$ cat src/core/ctpd_pkg.sv
// Package: register map, field layout, reset values and carriers for the clock trim slice
package ctpd_pkg;

    // Register addresses, 8-bit register index space
    localparam logic [7:0]  ADDR_SAMPLE_TRIM = 8'h4b;
    localparam logic [7:0]  ADDR_TIMING_TRIM = 8'h4d;
    localparam logic [7:0]  ADDR_PIN_DIR     = 8'h4f;

    // Field positions
    localparam int SAMPLE_TRIM_LSB = 0;
    localparam int SAMPLE_TRIM_W   = 6;
    localparam int TIMING_TRIM_LSB = 0;
    localparam int TIMING_TRIM_W   = 8;
    localparam int PIN1_OE_BIT     = 6;
    localparam int PIN1_IE_BIT     = 5;
    localparam int BYPASS_BIT      = 8;

    // Reset values of whole registers, reserved bits included
    localparam logic [15:0] SAMPLE_TRIM_RST = 16'h2612;
    localparam logic [15:0] TIMING_TRIM_RST = 16'h0098;
    localparam logic [15:0] PIN_DIR_RST     = 16'h2090;
    localparam logic [15:0] READ_ZERO       = 16'h0000;

    // Trim step sizes in tenths of Hz, millihertz and kHz, for reference by models
    localparam int SAMPLE_STEP_HZ_X10     = 6000;
    localparam int SAMPLE_RATE_STEP_MHZ   = 1900;
    localparam int TIMING_STEP_KHZ        = 109;
    localparam logic [5:0] SAMPLE_TRIM_CENTRE = 6'h22;

    // Register bus request
    typedef struct packed {
        logic [7:0]  addr;
        logic [15:0] wdata;
        logic        wr;
        logic        rd;
    } ctpd_req_t;

    // Configuration handed to the oscillators and the pin
    typedef struct packed {
        logic [5:0] sample_clock_trim;
        logic [7:0] timing_clock_trim;
        logic       sample_oscillator_bypass;
        logic       aux_pin1_output_enable;
        logic       aux_pin1_input_enable;
    } ctpd_cfg_t;

endpackage : ctpd_pkg

$ cat src/core/ctpd_reg16.sv
// One 16-bit software register with reset value and write strobe
`timescale 1ns/1ns
module ctpd_reg16 #(
    parameter logic [15:0] RST = 16'h0000
) (
    input  wire logic        clk_i,
    input  wire logic        nrst_i,
    input  wire logic        we_i,
    input  wire logic [15:0] d_i,
    output logic      [15:0] q_o
);
    logic [15:0] val_reg;
    logic [15:0] val_next;

    // Next value: load on strobe, else hold
    always_comb
    begin
        val_next = val_reg;
        if (we_i)
        begin
            val_next = d_i;
        end
    end

    // Synchronous reset to the documented value
    always_ff @(posedge clk_i)
    begin
        if (!nrst_i)
        begin
            val_reg <= RST;
        end
        else
        begin
            val_reg <= val_next;
        end
    end

    assign q_o = val_reg;
endmodule : ctpd_reg16

$ cat src/core/ctpd_top.sv
// Top: clock trim registers, pin 1 direction and oscillator control outputs
// How it works
// - Six-bit slow clock trim, reset 0x12, about 0.6 kHz per step.
// - Slow trim inverse: zero fastest, 100010 centre, all ones slowest.
// - At 100 Hz sample rate one slow trim step moves rate 1.9 Hz.
// - Eight-bit fast clock trim, reset 0x98, about 109 kHz per step.
// - Fast trim direct: zero slowest, 10011000 default, all ones fastest.
// - Bit 6 of pin register enables pin 1 driver, reset off.
// - Bit 5 of pin register enables pin 1 input buffer, reset off.
`timescale 1ns/1ns
module ctpd_top (
    input  wire logic        clk_i,
    input  wire logic        nrst_i,
    input  wire logic [7:0]  addr_i,
    input  wire logic [15:0] wdata_i,
    input  wire logic        wr_i,
    input  wire logic        rd_i,
    output logic      [15:0] rdata_o,
    output logic      [5:0]  sample_clock_trim_o,
    output logic      [5:0]  sample_osc_speed_o,
    output logic      [7:0]  timing_clock_trim_o,
    output logic             sample_oscillator_bypass_o,
    output logic             sample_clock_ext_ok_o,
    input  wire logic        aux_pin_one_i,
    output logic             aux_pin_one_o,
    output logic             aux_pin_one_oe_o,
    output logic             aux_pin_one_in_o
);
    ctpd_pkg::ctpd_req_t req;
    ctpd_pkg::ctpd_cfg_t cfg;
    logic [15:0] sample_q;
    logic [15:0] timing_q;
    logic [15:0] pin_q;
    logic        we_sample;
    logic        we_timing;
    logic        we_pin;
    logic [15:0] rdata_reg;
    logic [15:0] rdata_next;
    logic        pin_sync1_reg;
    logic        pin_sync2_reg;
    logic        pin_in_reg;
    logic        pin_in_next;
    logic        pin_oe_reg;
    logic        cfg_ext_reg;
    logic        cfg_ext_next;
    logic [5:0]  speed_reg;
    logic [5:0]  speed_next;

    assign req.addr  = addr_i;
    assign req.wdata = wdata_i;
    assign req.wr    = wr_i;
    assign req.rd    = rd_i;

    // Write decode; whole words stored so reserved bits read back as written
    always_comb
    begin
        we_sample = 1'b0;
        we_timing = 1'b0;
        we_pin    = 1'b0;
        if (req.wr && req.addr == ctpd_pkg::ADDR_SAMPLE_TRIM)
        begin
            we_sample = 1'b1;
        end
        else if (req.wr && req.addr == ctpd_pkg::ADDR_TIMING_TRIM)
        begin
            we_timing = 1'b1;
        end
        else if (req.wr && req.addr == ctpd_pkg::ADDR_PIN_DIR)
        begin
            we_pin = 1'b1;
        end
    end

    // Slow clock trim register, reset keeps 0x12 in the low field
    ctpd_reg16 #(.RST(ctpd_pkg::SAMPLE_TRIM_RST)) u_sample (
        .clk_i  (clk_i),
        .nrst_i (nrst_i),
        .we_i   (we_sample),
        .d_i    (req.wdata),
        .q_o    (sample_q)
    );

    // Fast clock trim register, reset 0x98
    ctpd_reg16 #(.RST(ctpd_pkg::TIMING_TRIM_RST)) u_timing (
        .clk_i  (clk_i),
        .nrst_i (nrst_i),
        .we_i   (we_timing),
        .d_i    (req.wdata),
        .q_o    (timing_q)
    );

    // Pin direction register, both enables clear at reset
    ctpd_reg16 #(.RST(ctpd_pkg::PIN_DIR_RST)) u_pin (
        .clk_i  (clk_i),
        .nrst_i (nrst_i),
        .we_i   (we_pin),
        .d_i    (req.wdata),
        .q_o    (pin_q)
    );

    // Field extraction into the configuration carrier
    assign cfg.sample_clock_trim        = sample_q[ctpd_pkg::SAMPLE_TRIM_LSB +: ctpd_pkg::SAMPLE_TRIM_W];
    assign cfg.timing_clock_trim        = timing_q[ctpd_pkg::TIMING_TRIM_LSB +: ctpd_pkg::TIMING_TRIM_W];
    assign cfg.sample_oscillator_bypass = sample_q[ctpd_pkg::BYPASS_BIT];
    assign cfg.aux_pin1_output_enable   = pin_q[ctpd_pkg::PIN1_OE_BIT];
    assign cfg.aux_pin1_input_enable    = pin_q[ctpd_pkg::PIN1_IE_BIT];

    // Read mux; unmapped addresses return zero
    always_comb
    begin
        rdata_next = ctpd_pkg::READ_ZERO;
        if (req.rd && req.addr == ctpd_pkg::ADDR_SAMPLE_TRIM)
        begin
            rdata_next = sample_q;
        end
        else if (req.rd && req.addr == ctpd_pkg::ADDR_TIMING_TRIM)
        begin
            rdata_next = timing_q;
        end
        else if (req.rd && req.addr == ctpd_pkg::ADDR_PIN_DIR)
        begin
            rdata_next = pin_q;
        end
    end

    // Oscillator speed code: slow trim runs inverse, so invert to a speed rank
    always_comb
    begin
        speed_next = ~cfg.sample_clock_trim;
        // External clock usable only with pin as pure input
        cfg_ext_next = cfg.sample_oscillator_bypass && cfg.aux_pin1_input_enable
                       && !cfg.aux_pin1_output_enable;
        // Input buffer off gives a quiet low, avoids a floating pin inside
        pin_in_next = cfg.aux_pin1_input_enable & pin_sync2_reg;
    end

    // Registered read data, outputs and pin synchroniser
    always_ff @(posedge clk_i)
    begin
        if (!nrst_i)
        begin
            rdata_reg     <= ctpd_pkg::READ_ZERO;
            speed_reg     <= 6'h00;
            cfg_ext_reg   <= 1'b0;
            pin_sync1_reg <= 1'b0;
            pin_sync2_reg <= 1'b0;
            pin_in_reg    <= 1'b0;
            pin_oe_reg    <= 1'b0;
        end
        else
        begin
            rdata_reg     <= rdata_next;
            speed_reg     <= speed_next;
            cfg_ext_reg   <= cfg_ext_next;
            pin_sync1_reg <= aux_pin_one_i;
            pin_sync2_reg <= pin_sync1_reg;
            pin_in_reg    <= pin_in_next;
            pin_oe_reg    <= cfg.aux_pin1_output_enable;
        end
    end

    // Trim codes feed the analog oscillators as is; fast trim runs direct
    assign rdata_o                    = rdata_reg;
    assign sample_clock_trim_o        = cfg.sample_clock_trim;
    assign sample_osc_speed_o         = speed_reg;
    assign timing_clock_trim_o        = cfg.timing_clock_trim;
    assign sample_oscillator_bypass_o = cfg.sample_oscillator_bypass;
    assign sample_clock_ext_ok_o      = cfg_ext_reg;
    // Pin output source select lies elsewhere; driven level is low here
    assign aux_pin_one_o              = 1'b0;
    assign aux_pin_one_oe_o           = pin_oe_reg;
    assign aux_pin_one_in_o           = pin_in_reg;
endmodule : ctpd_top

$ cat config.mk
export PLATFORM = sky130hd
export DESIGN_NAME = ctpd_top
export DESIGN_NICKNAME = d
export VERILOG_FILES = /design/src/core/ctpd_pkg.sv /design/src/core/ctpd_reg16.sv /design/src/core/ctpd_top.sv
export SDC_FILE = /design/constraint.sdc
export NUM_CORES = 1
export LEC_CHECK = 0
export BUFFER_PORTS_ARGS = -buffer_cell sky130_fd_sc_hd__clkbuf_2
export CORE_UTILIZATION = 57
export DETAILED_ROUTE_END_ITERATION = 8
export HOLD_SLACK_MARGIN = 0.15
export PLACE_DENSITY_LB_ADDON = 0.2
export SKIP_CTS_REPAIR_TIMING = 1
export SYNTH_ARGS = -nofsm -noshare
export SYNTH_HDL_FRONTEND = slang
export SYNTH_SLANG_ARGS = --single-unit
$ cat constraint.sdc
create_clock -name clk_i -period 3.4 [get_ports clk_i]
set_input_delay 0.68 -clock clk_i [delete_from_list [all_inputs] [get_ports clk_i]]
set_output_delay 0.68 -clock clk_i [all_outputs]
set_load 0.02 [all_outputs]
==> results of run 1 <==
worst max-delay path, cell delays in order:
cell and delay [ns]:
clkbuf_2 0.08, or4b_1 0.70, or3_1 0.80, mux2i_1 0.24
how the worst max path moves through the flow:
| stage | startpoint | to | slack (ns) | cells after the start |
|---|---|---|---|---|
| 2_1_floorplan | addr_i[5] | rdata_o[0] | 1.08 | 6 |
| 6_report | addr_i[5] | u_pin.q_o[10] | 1.09 | 4 |
| 5_1_grt | addr_i[5] | u_pin.q_o[14] | 1.01 | 4 |
| 3_5_place_dp | addr_i[5] | u_pin.q_o[10] | 0.72 | 4 |
| 4_1_cts | addr_i[5] | u_pin.q_o[10] | 1.08 | 4 |
| 3_3_place_gp | addr_i[5] | u_pin.q_o[5] | 0.76 | 4 |
power groups by stage:
stage / clock (mW) / sequential, mW / combinational, mW
2_1_floorplan: 0 / 0.908 / 0.0547
3_3_place_gp: 0 / 0.904 / 0.0913
3_5_place_dp: 0 / 0.904 / 0.0920
4_1_cts: 0.691 / 0.884 / 0.0933
5_1_grt: 0.728 / 0.884 / 0.103
6_report: 0.680 / 0.884 / 0.0935
kinds of logic (layout without fill, tap and decap cells):
family,after synthesis,after routing
simple gates,137,137
flops,75,75
mux,45,45
buf+inv,38,92
compound gates,22,22
other cells,1,1
layout make-up:
cell class                 instances  area (sq um)
clock inverter                     2          35.0
clock buffer                      13           159
tap                               70          87.6
fill                             452          1640
inverter                           2          7.51
multi-input combinational        205          1320
timing repair buffer              75           393
sequential                        75          1500
cell usage after synthesis, types with 2 or more instances:
master,n
o21ai_0,3
clkbuf_1,14
nor4_1,8
nor4_2,10
a31oi_1,2
buf_6,4
nor4_4,2
nor2b_1,18
dfxtp_1,75
inv_1,2
a21oi_1,16
nor2_1,32
and2_1,3
nand2_1,55
mux2i_1,45
buf_4,16
layer usage:
metal  up-vias  track usage (%)  wire, um
met3        14             5.82       371
met4         0             11.9       138
li1       1148                -         -
met1      1086             29.1      2750
met2        79             40.4      3120
met5         -                0         0
==> results.toml, run 1 <==
[run_status]
run_status = "complete, no violations"

[yosys]
synthSimpleGateAreaFrac_pct = 24.4
synth_top_area_cell = "dfxtp_1"
yosys.area_share.adder_pct = 0
postSynth.asyncResetShare_pct = 0
synthMuxAreaShare_pct = 14.7
synth.distinct_cells = 29
synth_top_area_share_pct = 48.9
synth_top_flop_cell = "dfxtp_1"
synth_area_sq_um = 3070
synth_edf_count = 0
ys_ff_latch = 75
synthCells = 318
ys_seq_area_share_pct = 48.9
syn_avg_cell_area_sq_um = 9.66
syn_nets = 347
synth_top_family_by_area = "simple AND/OR/NAND/NOR gates"
synth-compound-area-share_pct = 3.75
yosys-top-cells-area = "dfxtp_1, mux2i_1, nand2_1, nor4_2, buf_4"
yosys_warnings = 0
synthXorXnorAreaFrac_pct = 0

[final_layout]
finalInstanceArea_sq_um = 3500
mostFrequentLayoutCells = "dfxtp_1, clkbuf_2, nand2_1"
antenna_cells = 0
fin_cells = 442
layout_commonest_cell = "dfxtp_1"
drive_above_1_share_pct = 27.2
fin_util_pct = 68.1
nNetsFinal = 397
syn_to_final_growth_pct = 14.1

[clock_tree]
cts_tree = "yes"
cts_sinks = 75
clk_pin_slew_worst_paths_ns = 0.07
htreeDepth = 3
clockRootBuffer = "clkbuf_8"
clk_path_buf_depth = 2
cts-buffers-inserted = 9
clkLatencyLatePin_ns = 0.35

[sta]
finalHoldViolCount = 0
worstMarginPinSlew_ns = 0.870
finalSetupViolCount = 0
holdWs_ns = 0.437
max_freq_ghz = 0.432
finalClockSkew_ns = 0.00576
fin_tns_setup_ns = 0
fin_crit_sh_pct = 68.0
drv_slew = 0
layout_setup_ws_ns = 1.09
rsz0062_at_grt = "false"
fin_crit_ns = 2.31
relSlewSlack_pct = 42.0

[global_route]
antenna_found_initial = 0
grt_use_total_pct = 24.1
grt_pass1_vias = 2086
grt_max_degree = 76
grt_pass1_wl_mm = 9.89
gr-total-overflow = 0

[floorplan]
start_util_pct = 59.7
core_area_sq_um = 5140
std_cell_rows = 26
ios = 70
die_h_um = 75.4
design.die.area_sq_um = 5680
die_w_um = 75.4

[hold_path]
min_to = "pin_sync2_reg"
holdPathStages = 1
min_path_type = "register to register"
hold_path.startpoint = "pin_sync1_reg"

[drt]
routed_wl_mm = 6.38
drt_iter0_markers = 115
ant_nets = 0
drc = 0
avgRoutedWirePerCell_um = 14.4
routed-via-count = 2327
via_per_inst = 5.26
dr.pass1.iters = 5

[critical_path]
worst_setup_path_end_kind = "register"
worstPathArrival_ns = 2.51
crit_path_start_kind = "input port"
r2r_slack_ns = 2.53
worst-endpoint-required_ns = 3.60
rr_worst_depth = 2
r2r_end = "rdata_o[11]"
crit_type = "input port to register"
cp_max_fo = 16
worstReg2RegStart = "u_timing.q_o[11]"

[placed_design]
place_ws_ns = 0.724
dpl_cell_area_sq_um = 3310
dp_cells = 427
dp.final_hpwl_mm = 3.97
gp_congestion = 0.765
io_buffer_count = 68

[power_and_ir_drop]
swShare_pct = 22.3
p_total_mw = 1.66
p_leak_nw = 1.53
p_sw_uw = 370
power.density_nw_per_um2 = 473
pwr-share-comb_pct = 5.6
ir_worst_vdd_mv = 0.286
p_seq_share_pct = 53.3
p_int_mw = 1.29
clkPwrFrac_pct = 41.0

[run]
cap_violations = 0
Note: power is estimated with default switching activity, not from simulation.
==> run 2: changes to the inputs <==
CORE_UTILIZATION = 48   (was 57)
clock period = 1.9 ns   (was 3.4 ns; I/O delays follow)
==> results.toml, run 2 (same netlist as run 1, synthesis figures left out) <==
[global_route]
grtUsageMet1_pct = 25.1
grt_max_degree = 76
grt_pass1_wl_mm = 10.5
met3_usage_pct = 7.56
met2_usage_pct = 36.0
antenna_found_initial = 0
grt_use_total_pct = 21.5
gr-max-usage-layer = "met2"
grt_pass1_vias = 2160
gr-total-overflow = 0

[floorplan]
core_area_sq_um = 6060
die_h_um = 82.0
die_w_um = 82.0
start_util_pct = 50.7
design.die.area_sq_um = 6720
std_cell_rows = 28
ios = 70

[sta]
fin_crit_sh_pct = 82.6
layout_setup_ws_ns = 0.330
finalSetupViolCount = 0
drv_slew = 0
finalClockSkew_ns = 0.00676
fin_crit_ns = 1.57
max_freq_ghz = 0.637
finalHoldViolCount = 0
rsz0062_at_grt = "false"
holdWs_ns = 0.228

[power_and_ir_drop]
p_leak_nw = 1.60
clkPwrFrac_pct = 39.4
swShare_pct = 22.8
ir_worst_vdd_mv = 0.612
p_int_mw = 2.24
pwr-share-comb_pct = 6.1
p_total_mw = 2.90
p_sw_uw = 662
power.density_nw_per_um2 = 803
p_seq_share_pct = 54.5

[final_layout]
nNetsFinal = 408
mostFrequentLayoutCells = "dfxtp_1, clkbuf_2, nand2_1"
fin_util_pct = 59.6
fillers = 569
drive_above_1_share_pct = 29.2
syn_to_final_growth_pct = 17.7
antenna_cells = 0
layout_commonest_cell = "dfxtp_1"

[drt]
ant_nets = 0
dr.pass1.iters = 5
routed-via-count = 2352
avgRoutedWirePerCell_um = 14.5
drt_iter0_markers = 130
via_per_inst = 5.14
drc = 0
routed_wl_mm = 6.63

[hold_path]
min_path_type = "input port to register"

[placed_design]
place_ws_ns = -0.0575
gp_congestion = 0.757
dp.final_hpwl_mm = 4.49
io_buffer_count = 68

[critical_path]
crit_path_start_kind = "input port"
crit_type = "input port to register"
cp_max_fo = 8
worst_setup_path_end_kind = "register"
worst-endpoint-required_ns = 2.16
worstPathArrival_ns = 1.83

[run]
cap_violations = 0

[clock_tree]
cts-buffers-inserted = 9
cts_sinks = 75
clk_path_buf_depth = 2
clockRootBuffer = "clkbuf_8"
clkLatencyLatePin_ns = 0.35
htreeDepth = 3
clk_pin_slew_worst_paths_ns = 0.07
cts_tree = "yes"

[run_status]
run_status = "complete, no violations"
==> run 2: power groups by stage <==
stage / clock (mW) / combinational [mW] / sequential, mW
3_3_place_gp: 0 / 0.175 / 1.62
2_1_floorplan: 0 / 0.0985 / 1.62
3_5_place_dp: 0 / 0.177 / 1.62
6_report: 1.14 / 0.177 / 1.58
5_1_grt: 1.25 / 0.194 / 1.58
4_1_cts: 1.17 / 0.178 / 1.58
==> run 2: final timing paths <==
check / end / startpoint / slack [ns] / cells past startpoint
worst max-delay path: rdata_o[13] / addr_i[5] / 0.33 / 4
worst min-delay path: pin_sync1_reg / aux_pin_one_i / 0.23 / 2
worst min register to register: pin_sync2_reg / pin_sync1_reg / 0.44 / 1
worst max register to register: u_pin.q_o[6] / u_pin.q_o[6] / 1.05 / 3
==> run 2: metal layers <==
metal	up-vias	part of all wire [%]
li1	1171	-
met5	-	0
met1	1118	45
met3	4	4.4
met4	0	0.92
met2	59	49
==> run 2: per-stage QoR <==
stage                     area, sq um  instances   TNS, ns
final                            3610        458         0
after global routing             3610        458         0
after CTS                        3610        458         0
after detailed placement         3440        443    -0.366
after global placement           3440        443  -0.00136
after floorplan                  3090        318    -0.792
==> run 2: worst max-delay path, cell delays in order <==
cell,delay [ns]
clkbuf_2,0.09
or4b_4,0.58
or3_4,0.49
nor4_1,0.29
==> run 2: final cells by class <==
| cell class | count | area (sq um) | area share, % |
|---|---|---|---|
| inverter | 2 | 7.51 | 0.208 |
| tap | 75 | 93.8 | 2.60 |
| timing repair buffer | 86 | 513 | 14.2 |
| multi-input combinational | 205 | 1320 | 36.6 |
| clock buffer | 12 | 135 | 3.74 |
| sequential | 75 | 1500 | 41.6 |
| clock inverter | 3 | 40.0 | 1.11 |
